--- config.mk ---
export PLATFORM = sky130hd
export DESIGN_NAME = pll_cfg
export DESIGN_NICKNAME = d
export VERILOG_FILES = /design/src/hdl/pll_cfg.v
export VERILOG_INCLUDE_DIRS = /design/src /design/src/inc
export SDC_FILE = /design/constraint.sdc
export NUM_CORES = 1
export LEC_CHECK = 0
export CORE_MARGIN = 2
export CORE_UTILIZATION = 25
export DETAILED_ROUTE_END_ITERATION = 7
export DONT_BUFFER_PORTS = 1
export PLACE_DENSITY = 0.35
export SYNTH_ARGS = -nofsm -noshare
export SYNTH_HDL_FRONTEND = slang
export SYNTH_SLANG_ARGS = --single-unit
export TNS_END_PERCENT = 1
--- constraint.sdc ---
create_clock -name i_ref_clk -period 3.1 [get_ports i_ref_clk]
set_input_delay 0.465 -clock i_ref_clk [delete_from_list [all_inputs] [get_ports i_ref_clk]]
set_output_delay 0.465 -clock i_ref_clk [all_outputs]
set_load 0.005 [all_outputs]
--- src/inc/pll_cfg_defines.vh ---
// constants for the pll input select, monitor and divider configuration block
// Overview of operation
// - reference predivide 1/2/4/8, oscillator 1/2
// - invert input when its invert bit set
// - invalid after 4 (8 doubled) missing ticks
// - valid after clean validation interval
// - real-time and latched validity per input
// - per-input monitor feedback clock select
// - no switching modes: primary select drives mux
// - pin switching: low primary, high alternate
// - select field picks the switching pin
// - monitor switching: primary while valid, else alternate
// - status shows the selected reference
// - pll runs only while enable is 1
// - feedback ratio scaled by 2^-(33-point)
// - 42-bit feedback divider, 9 integer bits
// - vco integer divide from its field
// - fractional divider runs only when enabled
// - frac divider on vco/2, 2^-(36-point)
// - 40-bit frac divider, 4 integer bits
// - zero divider, zero rem, den 1 is 16.0
`ifndef PLL_CFG_DEFINES_VH
`define PLL_CFG_DEFINES_VH

// register byte offsets
`define OFS_CTRL        8'h00
`define OFS_INSEL       8'h04
`define OFS_INCFG       8'h08
`define OFS_STATUS      8'h0c
`define OFS_LATCH       8'h10
`define OFS_FBDIV_LO    8'h14
`define OFS_FBDIV_HI    8'h18
`define OFS_FBREM       8'h1c
`define OFS_FBDEN       8'h20
`define OFS_FBMISC      8'h24
`define OFS_FRDIV_LO    8'h28
`define OFS_FRDIV_HI    8'h2c
`define OFS_FRREM       8'h30
`define OFS_FRDEN       8'h34
`define OFS_FRBP        8'h38

// control register fields
`define CTRL_RUN        0
`define CTRL_FRAC_ON    1
`define CTRL_PIN_SW     2
`define CTRL_MON_SW     3
`define CTRL_DOUBLER    4

// input select fields
`define INSEL_PRI_LSB   0
`define INSEL_ALT_LSB   2
`define INSEL_PIN_LSB   4

// per-input config byte fields
`define INCFG_DIV_LSB   0
`define INCFG_INV       2
`define INCFG_MCK       3
`define INCFG_VAL_LSB   4

// status fields
`define STAT_SEL_LSB    4
`define STAT_LOCK       6

// misc fields
`define FBMISC_BP_LSB   0
`define FBMISC_INT_LSB  8

// reset values
`define RST_CTRL        32'h0000_0000
`define RST_INSEL       32'h0000_0000
`define RST_INCFG       32'h0000_0000
`define RST_DEN         32'h0000_0001
`define RST_FBBP        6'h09
`define RST_FRBP        6'h0c
`define RST_VCO_INTEGER_DIVIDE      5'h0c

// fixed-point limits
`define FB_POINT_MAX    6'h21
`define FR_POINT_MAX    6'h24
`define FR_INT_LSB      36

// monitor timing, in feedback clock ticks
`define MISS_LIMIT      4'h4
`define MISS_LIMIT_DBL  4'h8
`define VAL_UNIT        8'h10

`endif

--- src/hdl/pll_cfg.v ---
// pll input predivide, activity monitors, input mux and divider configuration
//
// The AXI4-Lite interface to the registers and the register addresses were chosen for this implementation.
`timescale 1ns/1ps
`include "pll_cfg_defines.vh"

module pll_cfg #(
    parameter NIN    = 4,
    parameter NFB    = 2,
    parameter NGPIO  = 4,
    parameter REM_W  = 32
) (
    // clock and reset
    input  wire                 i_ref_clk,
    input  wire                 i_rstn,
    // axi4-lite write address
    input  wire [7:0]           i_s_awaddr,
    input  wire                 i_s_awvalid,
    output wire                 o_s_awready,
    // axi4-lite write data
    input  wire [31:0]          i_s_wdata,
    input  wire [3:0]           i_s_wstrb,
    input  wire                 i_s_wvalid,
    output wire                 o_s_wready,
    // axi4-lite write response
    output reg  [1:0]           o_s_bresp,
    output reg                  o_s_bvalid,
    input  wire                 i_s_bready,
    // axi4-lite read
    input  wire [7:0]           i_s_araddr,
    input  wire                 i_s_arvalid,
    output wire                 o_s_arready,
    output reg  [31:0]          o_s_rdata,
    output reg  [1:0]           o_s_rresp,
    output reg                  o_s_rvalid,
    input  wire                 i_s_rready,
    // pins: reference inputs (top index is the oscillator), feedback clocks, gpio, lock
    input  wire [NIN-1:0]       i_ref_in,
    input  wire [NFB-1:0]       i_fb_clk,
    input  wire [NGPIO-1:0]     i_gpio,
    input  wire                 i_analog_lock,
    // reference path to the phase detector
    output reg                  o_pll_ref,
    output reg  [1:0]           o_selected_reference,
    output wire [NIN-1:0]       o_input_valid_flag,
    // pll and feedback divider settings
    output wire                 o_pll_run_enable,
    output wire                 o_pll_locked,
    output wire [41:0]          o_fb_divider,
    output wire [REM_W-1:0]     o_feedback_remainder,
    output wire [REM_W-1:0]     o_feedback_denominator,
    output reg  [5:0]           o_fb_frac_shift,
    output wire [4:0]           o_vco_integer_divide,
    // fractional output divider settings
    output wire                 o_frac_out_divider_on,
    output reg  [40:0]          o_frac_out_ratio,
    output wire [REM_W-1:0]     o_frac_out_remainder,
    output wire [REM_W-1:0]     o_frac_out_denominator,
    output reg  [5:0]           o_frac_shift
);

    localparam NP = NIN + NFB + NGPIO + 1;

    // registers
    reg  [31:0]         ctrl_reg;
    reg  [31:0]         insel_reg;
    reg  [31:0]         incfg_reg;
    reg  [NIN-1:0]      latch_reg;
    reg  [41:0]         fbdiv_reg;
    reg  [REM_W-1:0]    fbrem_reg;
    reg  [REM_W-1:0]    fbden_reg;
    reg  [5:0]          fbbp_reg;
    reg  [4:0]          vco_integer_divide_reg;
    reg  [39:0]         frdiv_reg;
    reg  [REM_W-1:0]    frrem_reg;
    reg  [REM_W-1:0]    frden_reg;
    reg  [5:0]          frbp_reg;

    // pin synchronisers
    // three stages; a change is accepted only once stages two and three agree
    reg  [NP-1:0]       sync1_reg;
    reg  [NP-1:0]       sync2_reg;
    reg  [NP-1:0]       sync3_reg;
    reg  [NP-1:0]       pin_reg;
    wire [NP-1:0]       agree;

    assign agree = ~(sync2_reg ^ sync3_reg);

    always @(posedge i_ref_clk or negedge i_rstn) begin
        if (!i_rstn) begin
            sync1_reg <= {NP{1'b0}};
            sync2_reg <= {NP{1'b0}};
            sync3_reg <= {NP{1'b0}};
            pin_reg   <= {NP{1'b0}};
        end else begin
            sync1_reg <= {i_analog_lock, i_gpio, i_fb_clk, i_ref_in};
            sync2_reg <= sync1_reg;
            sync3_reg <= sync2_reg;
            pin_reg   <= (agree & sync3_reg) | (~agree & pin_reg);
        end
    end

    wire [NIN-1:0]      ref_lvl  = pin_reg[NIN-1:0];
    wire [NFB-1:0]      fb_lvl   = pin_reg[NIN+NFB-1:NIN];
    wire [NGPIO-1:0]    gpio_lvl = pin_reg[NIN+NFB+NGPIO-1:NIN+NFB];
    wire                lock_lvl = pin_reg[NP-1];

    // feedback clock ticks: one-cycle pulse on each rising edge
    reg  [NFB-1:0]      fb_prev_reg;
    wire [NFB-1:0]      fb_tick = fb_lvl & ~fb_prev_reg;

    always @(posedge i_ref_clk or negedge i_rstn) begin
        if (!i_rstn)
            fb_prev_reg <= {NFB{1'b0}};
        else
            fb_prev_reg <= fb_lvl;
    end

    // per-input path and monitor
    wire [NIN-1:0]      valid_now;
    wire [NIN-1:0]      valid_chg;
    wire [NIN-1:0]      div_out;
    wire [3:0]          miss_lim = ctrl_reg[`CTRL_DOUBLER] ? `MISS_LIMIT_DBL : `MISS_LIMIT;

    genvar g;
    generate
        for (g = 0; g < NIN; g = g + 1) begin : g_in
            wire [7:0]  cfg  = incfg_reg[8*g+7:8*g];
            wire        lvl  = ref_lvl[g] ^ cfg[`INCFG_INV];
            reg         prev_reg;
            reg  [2:0]  div_reg;
            reg  [3:0]  miss_reg;
            reg  [11:0] good_reg;
            reg         valid_reg;
            wire        edge_seen = lvl & ~prev_reg;
            wire        tick      = fb_tick[cfg[`INCFG_MCK]];
            wire [11:0] good_lim  = {4'h0, `VAL_UNIT} * {8'h00, cfg[7:4]}
                                    + {4'h0, `VAL_UNIT};
            wire        missing   = (miss_reg >= miss_lim);

            always @(posedge i_ref_clk or negedge i_rstn) begin
                if (!i_rstn) begin
                    prev_reg  <= 1'b0;
                    div_reg   <= 3'h0;
                    miss_reg  <= 4'h0;
                    good_reg  <= 12'h000;
                    valid_reg <= 1'b0;
                end else begin
                    prev_reg <= lvl;
                    if (edge_seen)
                        div_reg <= div_reg + 3'h1;
                    // a fresh edge restarts the missing-edge count
                    if (edge_seen)
                        miss_reg <= 4'h0;
                    else if (tick && !missing)
                        miss_reg <= miss_reg + 4'h1;
                    if (missing) begin
                        valid_reg <= 1'b0;
                        good_reg  <= 12'h000;
                    end else if (tick && !valid_reg) begin
                        if (good_reg + 12'h001 >= good_lim)
                            valid_reg <= 1'b1;
                        good_reg <= good_reg + 12'h001;
                    end
                end
            end

            // oscillator input only halves; reference inputs take 1/2/4/8
            if (g == NIN - 1) begin : g_osc
                assign div_out[g] = cfg[0] ? div_reg[0] : lvl;
            end else begin : g_ref
                assign div_out[g] = (cfg[1:0] == 2'h0) ? lvl :
                                    div_reg[cfg[1:0] - 2'h1];
            end

            assign valid_now[g] = valid_reg;
            assign valid_chg[g] = valid_reg ^ missing ? 1'b0 :
                                  (missing ? valid_reg
                                           : (tick && !valid_reg
                                              && good_reg + 12'h001 >= good_lim));
        end
    endgenerate

    assign o_input_valid_flag = valid_now;

    // input selection
    wire [1:0]  pri_sel = insel_reg[`INSEL_PRI_LSB+1:`INSEL_PRI_LSB];
    wire [1:0]  alt_sel = insel_reg[`INSEL_ALT_LSB+1:`INSEL_ALT_LSB];
    wire [1:0]  pin_sel = insel_reg[`INSEL_PIN_LSB+1:`INSEL_PIN_LSB];
    reg  [1:0]  sel_next;

    always @* begin
        if (ctrl_reg[`CTRL_PIN_SW])
            sel_next = gpio_lvl[pin_sel] ? alt_sel : pri_sel;
        else if (ctrl_reg[`CTRL_MON_SW])
            sel_next = valid_now[pri_sel] ? pri_sel : alt_sel;
        else
            sel_next = pri_sel;
    end

    always @(posedge i_ref_clk or negedge i_rstn) begin
        if (!i_rstn) begin
            o_selected_reference <= 2'h0;
            o_pll_ref            <= 1'b0;
        end else begin
            o_selected_reference <= sel_next;
            o_pll_ref            <= div_out[o_selected_reference];
        end
    end

    // divider settings
    assign o_pll_run_enable       = ctrl_reg[`CTRL_RUN];
    // lock is only meaningful while the loop is running
    assign o_pll_locked           = lock_lvl & ctrl_reg[`CTRL_RUN];
    assign o_fb_divider           = fbdiv_reg;
    assign o_feedback_remainder   = fbrem_reg;
    assign o_feedback_denominator = fbden_reg;
    assign o_vco_integer_divide   = vco_integer_divide_reg;
    assign o_frac_out_divider_on  = ctrl_reg[`CTRL_FRAC_ON] & ctrl_reg[`CTRL_RUN];
    assign o_frac_out_remainder   = frrem_reg;
    assign o_frac_out_denominator = frden_reg;

    // the frac divider input is vco/2 in the analog path; only its ratio is formed here
    wire frac_special = (frdiv_reg == 40'h0) && (frrem_reg == {REM_W{1'b0}})
                        && (frden_reg == {{(REM_W-1){1'b0}}, 1'b1});

    always @(posedge i_ref_clk or negedge i_rstn) begin
        if (!i_rstn) begin
            o_fb_frac_shift  <= 6'h00;
            o_frac_shift     <= 6'h00;
            o_frac_out_ratio <= 41'h0;
        end else begin
            o_fb_frac_shift <= `FB_POINT_MAX - fbbp_reg;
            o_frac_shift    <= `FR_POINT_MAX - frbp_reg;
            if (!o_frac_out_divider_on)
                o_frac_out_ratio <= 41'h0;
            else if (frac_special)
                o_frac_out_ratio <= 41'h1 << (`FR_INT_LSB + 4);
            else
                o_frac_out_ratio <= {1'b0, frdiv_reg};
        end
    end

    // axi4-lite slave
    reg         aw_full_reg;
    reg         w_full_reg;
    reg  [7:0]  awaddr_reg;
    reg  [31:0] wdata_reg;
    reg  [3:0]  wstrb_reg;
    wire        do_write = aw_full_reg && w_full_reg && !o_s_bvalid;
    wire        wr_ok;
    wire [31:0] clr_mask = (do_write && awaddr_reg == `OFS_LATCH) ?
                           (wdata_reg & {{8{wstrb_reg[3]}}, {8{wstrb_reg[2]}},
                                         {8{wstrb_reg[1]}}, {8{wstrb_reg[0]}}}) : 32'h0;

    assign o_s_awready = !aw_full_reg && !o_s_bvalid;
    assign o_s_wready  = !w_full_reg && !o_s_bvalid;
    assign o_s_arready = !o_s_rvalid;
    assign wr_ok = (awaddr_reg[1:0] == 2'h0) && (awaddr_reg <= `OFS_FRBP)
                   && (awaddr_reg != `OFS_STATUS);

    function [31:0] merge;
        input [31:0] old;
        input [31:0] d;
        input [3:0]  s;
        integer      k;
        begin
            merge = old;
            for (k = 0; k < 4; k = k + 1)
                if (s[k])
                    merge[8*k +: 8] = d[8*k +: 8];
        end
    endfunction

    wire [31:0] fbhi_new = merge({22'h0, fbdiv_reg[41:32]}, wdata_reg, wstrb_reg);

    always @(posedge i_ref_clk or negedge i_rstn) begin
        if (!i_rstn) begin
            aw_full_reg <= 1'b0;
            w_full_reg  <= 1'b0;
            awaddr_reg  <= 8'h00;
            wdata_reg   <= 32'h0;
            wstrb_reg   <= 4'h0;
            o_s_bvalid  <= 1'b0;
            o_s_bresp   <= 2'h0;
            ctrl_reg    <= `RST_CTRL;
            insel_reg   <= `RST_INSEL;
            incfg_reg   <= `RST_INCFG;
            fbdiv_reg   <= 42'h0;
            fbrem_reg   <= {REM_W{1'b0}};
            fbden_reg   <= `RST_DEN;
            fbbp_reg    <= `RST_FBBP;
            vco_integer_divide_reg  <= `RST_VCO_INTEGER_DIVIDE;
            frdiv_reg   <= 40'h0;
            frrem_reg   <= {REM_W{1'b0}};
            frden_reg   <= `RST_DEN;
            frbp_reg    <= `RST_FRBP;
        end else begin
            if (i_s_awvalid && o_s_awready) begin
                aw_full_reg <= 1'b1;
                awaddr_reg  <= i_s_awaddr;
            end
            if (i_s_wvalid && o_s_wready) begin
                w_full_reg <= 1'b1;
                wdata_reg  <= i_s_wdata;
                wstrb_reg  <= i_s_wstrb;
            end
            if (o_s_bvalid && i_s_bready)
                o_s_bvalid <= 1'b0;
            if (do_write) begin
                aw_full_reg <= 1'b0;
                w_full_reg  <= 1'b0;
                o_s_bvalid  <= 1'b1;
                o_s_bresp   <= wr_ok ? 2'h0 : 2'h2;
                case (awaddr_reg)
                    `OFS_CTRL:     ctrl_reg  <= merge(ctrl_reg, wdata_reg, wstrb_reg) & 32'h1f;
                    `OFS_INSEL:    insel_reg <= merge(insel_reg, wdata_reg, wstrb_reg) & 32'h3f;
                    `OFS_INCFG:    incfg_reg <= merge(incfg_reg, wdata_reg, wstrb_reg);
                    `OFS_FBDIV_LO: fbdiv_reg[31:0] <= merge(fbdiv_reg[31:0], wdata_reg, wstrb_reg);
                    `OFS_FBDIV_HI: fbdiv_reg[41:32] <= fbhi_new[9:0];
                    `OFS_FBREM:    fbrem_reg <= merge(fbrem_reg, wdata_reg, wstrb_reg);
                    `OFS_FBDEN:    fbden_reg <= merge(fbden_reg, wdata_reg, wstrb_reg);
                    `OFS_FBMISC: begin
                        if (wstrb_reg[0])
                            fbbp_reg <= (wdata_reg[5:0] > `FB_POINT_MAX) ?
                                        `FB_POINT_MAX : wdata_reg[5:0];
                        if (wstrb_reg[1])
                            vco_integer_divide_reg <= wdata_reg[12:8];
                    end
                    `OFS_FRDIV_LO: frdiv_reg[31:0] <= merge(frdiv_reg[31:0], wdata_reg, wstrb_reg);
                    `OFS_FRDIV_HI: if (wstrb_reg[0]) frdiv_reg[39:32] <= wdata_reg[7:0];
                    `OFS_FRREM:    frrem_reg <= merge(frrem_reg, wdata_reg, wstrb_reg);
                    `OFS_FRDEN:    frden_reg <= merge(frden_reg, wdata_reg, wstrb_reg);
                    `OFS_FRBP: begin
                        if (wstrb_reg[0])
                            frbp_reg <= (wdata_reg[5:0] > `FR_POINT_MAX) ?
                                        `FR_POINT_MAX : wdata_reg[5:0];
                    end
                    default: ;
                endcase
            end
        end
    end

    // latched validity change: a change in the clearing cycle wins over the clear
    always @(posedge i_ref_clk or negedge i_rstn) begin
        if (!i_rstn)
            latch_reg <= {NIN{1'b0}};
        else
            latch_reg <= (latch_reg & ~clr_mask[NIN-1:0]) | valid_chg;
    end

    // read side answers one cycle after the address is taken
    reg [31:0] rd_mux;

    always @* begin
        rd_mux = 32'h0;
        case (i_s_araddr)
            `OFS_CTRL:     rd_mux = ctrl_reg;
            `OFS_INSEL:    rd_mux = insel_reg;
            `OFS_INCFG:    rd_mux = incfg_reg;
            `OFS_STATUS:   rd_mux = {25'h0, o_pll_locked, o_selected_reference, valid_now};
            `OFS_LATCH:    rd_mux = {{(32-NIN){1'b0}}, latch_reg};
            `OFS_FBDIV_LO: rd_mux = fbdiv_reg[31:0];
            `OFS_FBDIV_HI: rd_mux = {22'h0, fbdiv_reg[41:32]};
            `OFS_FBREM:    rd_mux = fbrem_reg;
            `OFS_FBDEN:    rd_mux = fbden_reg;
            `OFS_FBMISC:   rd_mux = {19'h0, vco_integer_divide_reg, 2'h0, fbbp_reg};
            `OFS_FRDIV_LO: rd_mux = frdiv_reg[31:0];
            `OFS_FRDIV_HI: rd_mux = {24'h0, frdiv_reg[39:32]};
            `OFS_FRREM:    rd_mux = frrem_reg;
            `OFS_FRDEN:    rd_mux = frden_reg;
            `OFS_FRBP:     rd_mux = {26'h0, frbp_reg};
            default:       rd_mux = 32'h0;
        endcase
    end

    always @(posedge i_ref_clk or negedge i_rstn) begin
        if (!i_rstn) begin
            o_s_rvalid <= 1'b0;
            o_s_rdata  <= 32'h0;
            o_s_rresp  <= 2'h0;
        end else if (i_s_arvalid && !o_s_rvalid) begin
            o_s_rvalid <= 1'b1;
            o_s_rdata  <= rd_mux;
            o_s_rresp  <= ((i_s_araddr[1:0] == 2'h0) && (i_s_araddr <= `OFS_FRBP)) ?
                          2'h0 : 2'h2;
        end else if (o_s_rvalid && i_s_rready) begin
            o_s_rvalid <= 1'b0;
        end
    end

endmodule // pll_cfg

==> results of run 1 <==
-- kinds of logic after synthesis --
logic type	count (synthesis)	share of synthesized area [%]
flops	540	55.5
simple gates	485	10.4
mux	335	15.7
compound gates	299	9.05
buf+inv	143	2.41
xor+xnor	105	3.77
fa+ha+maj	63	3.12
other cells	1	0.0154
-- power breakdown --
part | switching, uW | internal (uW) | leakage (uW)
clock network | 3260 | 4730 | 0.00110
registers | 2010 | 8110 | 0.00720
logic | 1860 | 1630 | 0.00506
-- per-layer routing --
metal  global-route usage (%)  wire length, um  up-vias
met1                     26.9            44400     9267
met2                     33.3            49200      580
met4                     5.02             1790        4
met5                        0               22        -
met3                     7.82            10000      111
li1                         -                -     7476
-- stage by stage --
step                hold slack (ns)  utilization [%]  total power [uW]  instance area [um2]
floorplan                     0.169                -             11600                24400
global placement              0.224             27.2             13700                26300
detailed placement            0.224             27.2             13700                26300
CTS                          -0.437             30.1             21900                29100
global route                 -0.464             30.1             22700                29100
finish                       -0.428             30.1             21600                29100
-- Yosys cell counts (38+ instances only) --
library cell and count:
nand2_1 114, a21oi_1 47, xnor2_1 46, clkbuf_1 58, xor2_1 59, mux2_2 304, a22o_1 38, dfrtp_1 532
nand3_1 44, ha_1 52, inv_1 51, o21ai_0 43, nor2_1 115, and3_1 50
-- final timing paths --
check | startpoint | end | slack [ns]
worst max-delay path | o_frac_out_denominator[0] | o_frac_out_ratio[40] | 0.27
worst min-delay path | i_rstn | sync1_reg[0] | -0.43
worst max register to register | o_frac_out_denominator[0] | o_frac_out_ratio[40] | 0.27
worst min register to register | sync1_reg[10] | sync2_reg[10] | 0.35
max in group asynchronous | i_rstn | o_vco_integer_divide[4] | 0.69
min in group i_ref_clk | i_s_arvalid | o_s_rresp[1] | 0.26
-- layout by cell type (no fill, tap or decap), drive strengths merged, types with 31 or more instances in the layout --
| cell type | count |
|---|---|
| clkbuf | 97 |
| nor4 | 31 |
| mux2 | 308 |
| nand4 | 32 |
| xor2 | 59 |
| nor2 | 117 |
| nand2 | 118 |
| o21ai | 43 |
| inv | 55 |
| a22o | 38 |
| a21oi | 47 |
| a22oi | 37 |
| buf | 81 |
| dfrtp | 532 |
| nand3 | 44 |
| and3 | 50 |
| dlygate4sd3 | 58 |
| ha | 52 |
| xnor2 | 46 |
-- layout make-up --
type,count,area share (%)
repair buffers,139,4.22
well taps,1276,5.49
multi-input cells,1289,35.5
flip-flops and latches,540,46.5
diodes,1,0.00861
clock buffers,97,6.72
clock inverters,25,0.865
inverters,51,0.658
-- worst max-delay path: cells and delay by family (launching register included) --
family	cells	cell delay (ns)
flip-flops	1	0.68
AND/OR/NAND/NOR	4	2.07
==> metrics.cfg, run 1 <==
[status]
status = finished, violations left
violations = negative hold slack, max-slew violations

[synth]
ys_seq_elements = 540
synth.area.top_cells = dfrtp_1, mux2_2, ha_1, xor2_1, nor2_1
synth_ff_type = dfrtp_1
avgSynthCellArea_um2 = 12.4
ys_warn_count = 0
async_reset_ff_share_pct = 100
synth-seq-area-share_pct = 55.5
synth_edf_count = 0
synth_cells = 1971
synth.top_cell.area_share_pct = 54.6
synth_top_area_cell = dfrtp_1
synthDistinctLibCells = 81
syn-cell-area_um2 = 24400

[placed_design]
hpwl_mm = 77.3
place_ws_ns = 0.215
dp_cells = 3237
routabilityCongestion = 0.865
portBuffers = 0

[cts]
numCtsBuffers = 68
clkLatencyLatePin_ns = 0.63
cts_resized = 0
root_buffer = clkbuf_16
path_clk_slew_ns = 0.06
clock-sinks = 540
cts_setup_buffers = 0
cts.path.max_buffers = 3
htreeDepth = 3
cts_tree = built
holdBufCountCts = 58

[setup_path]
crit_path_end_kind = flop
critPathLaunchType = flop
critPathSlowestCell = nor4b_1
arrival_ns = 3.36
path_cells = nor4b_1 > nand4_1 > or4_1 > nor4_1
cp.required_ns = 3.63
slowest_delay_ns = 0.99
crit_fanout = 4
worstRegToRegCells = 4
setup.worst_path.class = flop to flop

[sta]
slew_violations = 402
rsz0062_at_grt = false
setup_viol = 0
hold_ws_ns = -0.428
max-slew-margin-rel_pct = -145
period_minus_slack_ns = 2.83
worstMarginPinSlew_ns = 3.67
worst_slack_ns = 0.273
fin_tns_setup_ns = 0
fin_skew_ns = 0.0338
max_freq_ghz = 0.354
hold_viol_final = 162
min_period_over_period_pct = 91.2

[routing]
firstDrtPassIters = 6
routed_wl_mm = 105
vias = 17400
wire_per_inst_um = 30.8
ant_nets = 0
vias_per_cell = 5.10
drc_errors = 0
drtIter0Drc = 1381

[floorplan]
coreArea_um2 = 96600
die-area_um2 = 100000
die_y_um = 316
die_w_um = 316
start_util_pct = 25.2
io-pin-count = 349
rows = 114

[power]
power.density_nw_per_um2 = 743
cellLeakagePower_uw = 0.0134
vdd_ir_drop_max_mv = 0.441

[finish]
syn2layout_area_growth_pct = 19.3
finalNetCount = 2211
register_area_um2 = 13500
largest_reg_flops = 48
fin_cells = 3418
multi_input_area_um2 = 10300
drive_gt1_share_pct = 25.4
fillers = 9825

[grt]
antenna_found_initial = 4
grt_max_degree = 541
grt_usage_pct = 21.0
grt_pass1_wl_mm = 147
overflow = 0
grt_pass1_vias = 17700

[hold_path]
hold_class = input port to async pin

[flow_run]
cap_viol_max_count = 0

Power figures use the tool's default switching activity.
==> run 2, diff against run 1 <==
- ABC_AREA: default -> 1
==> run 2 against run 1 <==
Effect of this change:
- the run still ends with negative hold slack, max-slew violations left
- synthesized area grew 0.25%
- synthesized cell count rose by 45%
- register-to-register slack gained 0.38 ns
- clock skew decreased by 0.0057 ns
- clock power grew 1%
- non-clock buffer count decreased by 33
- final cell count is 25% higher
- combinational power up 28%
- fmax increased by 15%
- first-iteration DRC count increased by 24%
- via count rose by 15%
- critical path type is now input port to async pin
- critical endpoint is now o_frac_out_remainder[14]
- largest cell class unchanged
==> metrics.cfg, run 2 <==
[status]
status = finished, violations left
violations = negative hold slack, max-slew violations

[sta]
max_freq_ghz = 0.406
hold_ws_ns = -0.395
max-slew-margin-rel_pct = -149
rsz0062_at_grt = false
setup_viol = 0
hold_viol_final = 149
period_minus_slack_ns = 2.46
fin_skew_ns = 0.0281
fin_tns_setup_ns = 0
min_period_over_period_pct = 79.4
worstMarginPinSlew_ns = 3.74
slew_violations = 428

[synth]
synth_cells = 2851
synth.area.top_cells = dfrtp_1, nand2_1, o21ai_0, nand3_1, inv_1
ys_warn_count = 0
synth_edf_count = 0
synth-seq-area-share_pct = 55.4
synth.top_cell.area_share_pct = 54.5
ys_top_cells_by_count = nand2_1, dfrtp_1, o21ai_0
syn-cell-area_um2 = 24400
ys_seq_elements = 540
avgSynthCellArea_um2 = 8.57
synth_top_area_cell = dfrtp_1
synthDistinctLibCells = 43
synth.most_common_cell = nand2_1
synth_ff_type = dfrtp_1
async_reset_ff_share_pct = 100

[power]
vdd_ir_drop_max_mv = 0.342
p_seq_share_pct = 44.1
switching_power_uw = 8090
p_clk_share_pct = 36.0
cellLeakagePower_uw = 0.0133
power.density_nw_per_um2 = 782
p_comb_share_pct = 19.8
power.internal_uw = 14400
switching_share_pct = 36.0

[finish]
fillers = 10300
drive_gt1_share_pct = 6.78
syn2layout_area_growth_pct = 17.7
fin_cells = 4257
final_core_util_pct = 29.7
largest_reg_flops = 48
finalNetCount = 3056
final_cell_mix = nand2_1, dfrtp_1, o21ai_0
final_common_cell = nand2_1

[routing]
met2_length_mm = 48.6
vias = 20100
wl_met3_mm = 7.36
drt-met1-wl_mm = 45.5
drc_errors = 0
routed_wl_mm = 104
topRoutingLayerUsed = met4
firstDrtPassIters = 5
wire_per_inst_um = 24.4
ant_nets = 0
drtIter0Drc = 1718
vias_per_cell = 4.72

[grt]
grt_pass1_wl_mm = 149
antenna_found_initial = 2
grt_max_degree = 541
grt_usage_pct = 20.6
overflow = 0
grt_pass1_vias = 20200

[hold_path]
hold_class = input port to async pin

[setup_path]
arrival_ns = 2.33
worstRegToRegCells = 8
cp-startpoint = i_rstn
setup.worst_path.class = input port to async pin
critPathLaunchType = input port
r2r_start = ctrl_reg[4]
cp.depth = 0
critical_path.endpoint = o_frac_out_remainder[14]
crit_fanout = 540
regToRegSetupSlack_ns = 0.65
cp.required_ns = 2.97
rr_endpoint = g_in[2].good_reg[2]
crit_path_end_kind = async pin

[cts]
root_buffer = clkbuf_16
numCtsBuffers = 69
holdBufCountCts = 55
clkLatencyLatePin_ns = 0.63
cts_resized = 0
path_clk_slew_ns = 0.06
htreeDepth = 3
clock-sinks = 540
cts_setup_buffers = 0
cts.path.max_buffers = 3
cts_tree = built

[flow_run]
cap_viol_max_count = 0

[floorplan]
die-area_um2 = 100000
die_w_um = 317
coreArea_um2 = 96700
io-pin-count = 349
start_util_pct = 25.3
rows = 114
die_y_um = 317

[placed_design]
dp_cells = 4084
portBuffers = 0
hpwl_mm = 74.7
routabilityCongestion = 0.867

## run 2: cell families (layout without fill, tap and decap cells)
| kind of cell | Yosys count | in the layout | share of synthesized area [%] |
|---|---|---|---|
| and+or+nand+nor | 1308 | 1308 | 22.3 |
| DFF | 540 | 540 | 55.4 |
| AOI/OAI and AO/OA | 511 | 511 | 10.9 |
| buffers and inverters | 376 | 504 | 6.43 |
| adders and majority gates | 63 | 63 | 3.11 |
| xor gates and xnor gates | 48 | 48 | 1.72 |
| muxes | 4 | 4 | 0.184 |
| other | 1 | 3 | 0.0154 |
## run 2: how the worst min path moves through the flow
stage	from	endpoint	slack [ns]	depth (start not counted)
after floorplan	i_rstn	async pin	0.17	0
after global placement	i_rstn	async pin	0.21	0
after detailed placement	i_rstn	o_frac_shift[1]	0.21	0
after CTS	i_rstn	wdata_reg[5]	-0.48	0
after global routing	i_rstn	o_frac_shift[1]	-0.44	0
final	i_rstn	o_frac_shift[1]	-0.40	0
## run 2: layer usage
| layer | GRT usage [%] | vias up |
|---|---|---|
| met5 | 0 | - |
| met4 | 5.56 | 0 |
| met3 | 5.30 | 133 |
| met2 | 33.6 | 515 |
| met1 | 27.0 | 10000 |
| li1 | - | 9432 |
## run 2: power by group through the flow
stage | logic (uW) | registers (uW) | clock network (uW)
global placement | 4450 | 10000 | 0
floorplan | 2750 | 9240 | 0
finish | 4460 | 9920 | 8100
CTS | 4570 | 9940 | 8360
detailed placement | 4490 | 10100 | 0
global route | 5070 | 10100 | 8640
## run 2: cell type report
| type | count | area [um2] | area share, % |
|---|---|---|---|
| Inverter | 281 | 1050 | 3.67 |
| Timing Repair Buffer | 106 | 983 | 3.42 |
| Antenna cell | 1 | 2.50 | 0.00871 |
| Sequential cell | 540 | 13500 | 47.0 |
| Multi-Input combinational cell | 1936 | 9360 | 32.6 |
| Clock buffer | 99 | 2000 | 6.96 |
| Clock inverter | 18 | 218 | 0.757 |
| Tap cell | 1276 | 1600 | 5.55 |
## run 2: through the flow
stage	power (uW)	setup slack [ns]	area (um2)
after CTS	22900	0.594	28700
after detailed placement	14600	0.605	26000
after global routing	23800	0.412	28700
after floorplan	12000	1.09	24400
final	22500	0.638	28700
after global placement	14500	0.616	26000
==> run 3, diff against run 2 <==
- ABC_AREA: 1 -> 0
- PLACE_DENSITY: 0.35 -> 0.37
- clock period: 3.1 -> 2 ns (I/O delays scaled with it)
==> run 3 against run 2 <==
Effect of this change:
- die area down 0.24%
- the run ends with negative hold slack, max-slew violations, negative setup slack left
- final cell count down 14%
- combinational power up 70%
- first-iteration DRC count up 0.58%
- clock power up 57%
- sequential power up 52%
- sequential share of layout area down 4.3 points
- hold slack worse by 0.18 ns
- clock skew up 0.0049 ns
- clock-buffer cell count down 1
- critical path depth unchanged
- via count down 9.1%
==> metrics.cfg, run 3 (same netlist as run 1, synthesis figures left out) <==
[setup_path]
crit_fanout = 540
cp.required_ns = 1.62
r2r_start = g_in[2].good_reg[0]
critPathLaunchType = input port
worstRegToRegCells = 11
crit_path_end_kind = async pin
cp.depth = 0
setup.worst_path.class = input port to async pin
cp-startpoint = i_rstn
arrival_ns = 2.10

[power]
cellLeakagePower_uw = 0.0147
vdd_ir_drop_max_mv = 0.699
power.density_nw_per_um2 = 1120

[finish]
fin_area_um2 = 31600
diodes = 0
syn2layout_area_growth_pct = 29.9
largest_reg_flops = 48
final_core_util_pct = 32.8
final_cell_mix = dfrtp_1, mux2_2, buf_4
final_common_cell = dfrtp_1
finalNetCount = 2447
drive_gt1_share_pct = 36.0

[placed_design]
place_ws_ns = -0.436
portBuffers = 0
routabilityCongestion = 0.854
placed_cell_area_um2 = 28300
hpwl_mm = 76.5

[cts]
htreeDepth = 3
root_buffer = clkbuf_16
numCtsBuffers = 70
path_clk_slew_ns = 0.05
clock-sinks = 540
clkLatencyLatePin_ns = 0.64
cts_tree = built
holdBufCountCts = 59
cts.path.max_buffers = 3

[grt]
grt_usage_pct = 20.7
grt_pass1_wl_mm = 146
grt_max_degree = 541
grt_pass1_vias = 19000
overflow = 0
antenna_found_initial = 10

[routing]
drtIter0Drc = 1728
drc_errors = 0
wire_per_inst_um = 28.7
vias_per_cell = 5.00
routed_wl_mm = 105
vias = 18300
ant_nets = 0
firstDrtPassIters = 6

[sta]
worst_slack_ns = -0.483
rsz0062_at_grt = true
hold_viol_final = 285
max-slew-margin-rel_pct = -140
slew_violations = 428
max_freq_ghz = 0.403
fin_skew_ns = 0.0330
min_period_over_period_pct = 124
period_minus_slack_ns = 2.48
worstMarginPinSlew_ns = 3.60
setup_viol = 151
hold_ws_ns = -0.579

[floorplan]
die_y_um = 316
die-area_um2 = 100000
coreArea_um2 = 96600
io-pin-count = 349
start_util_pct = 25.2
rows = 114
die_w_um = 316

[status]
status = finished, violations left
violations = negative hold slack, max-slew violations, negative setup slack

[flow_run]
cap_viol_max_count = 0

[hold_path]
hold_class = input port to async pin

run 3: cell type report:
type | count | area (um2)
Fill cell | 9607 | 64900
Sequential cell | 540 | 13500
Multi-Input combinational cell | 1289 | 10700
Timing Repair Buffer | 373 | 3320
Clock buffer | 98 | 1990
Tap cell | 1276 | 1600
Clock inverter | 22 | 283
Inverter | 51 | 191
run 3: where the power goes:
group / total, uW / internal [uW] / switching, uW
registers: 15100 / 12600 / 2510
clock network: 12700 / 7580 / 5150
logic: 7570 / 3640 / 3920
run 3: worst paths after layout:
path	to	slack (ns)
min in group i_ref_clk	o_s_rdata[4]	0.10
hold reg to reg	sync2_reg[5]	0.35
hold / removal	sync1_reg[7]	-0.58
setup reg to reg	latch_reg[2]	-0.19
setup / recovery	awaddr_reg[4]	-0.48
max in group i_ref_clk	latch_reg[2]	-0.19
run 3: timing repair:
item | 4_1_cts | 5_1_grt
buffers inserted | 1 | 5
endpoints found under the hold margin | 599 | 540
endpoints found under the setup margin | 241 | 270
gates resized for setup | 56 | 57
pin swaps | 33 | 19
run 3: per-layer routing:
| metal | share of wire [%] | track usage (%) |
|---|---|---|
| met3 | 9.0 | 7.16 |
| met2 | 45 | 32.2 |
| met1 | 43 | 26.9 |
| met4 | 3.0 | 6.59 |
| met5 | 0.025 | 0 |
run 3: stage by stage:
step / TNS [ns] / total power (uW) / hold WS (ns) / std cells
final: -18.01 / 35400 / -0.579 / 3649
after global routing: -9.39 / 37100 / -0.612 / 3649
after CTS: -2.33 / 35600 / -0.625 / 3644
after detailed placement: -13.51 / 22400 / 0.0528 / 3465
after global placement: -9.50 / 22200 / 0.0327 / 3465
after floorplan: -0.493 / 18000 / 0.00441 / 1972
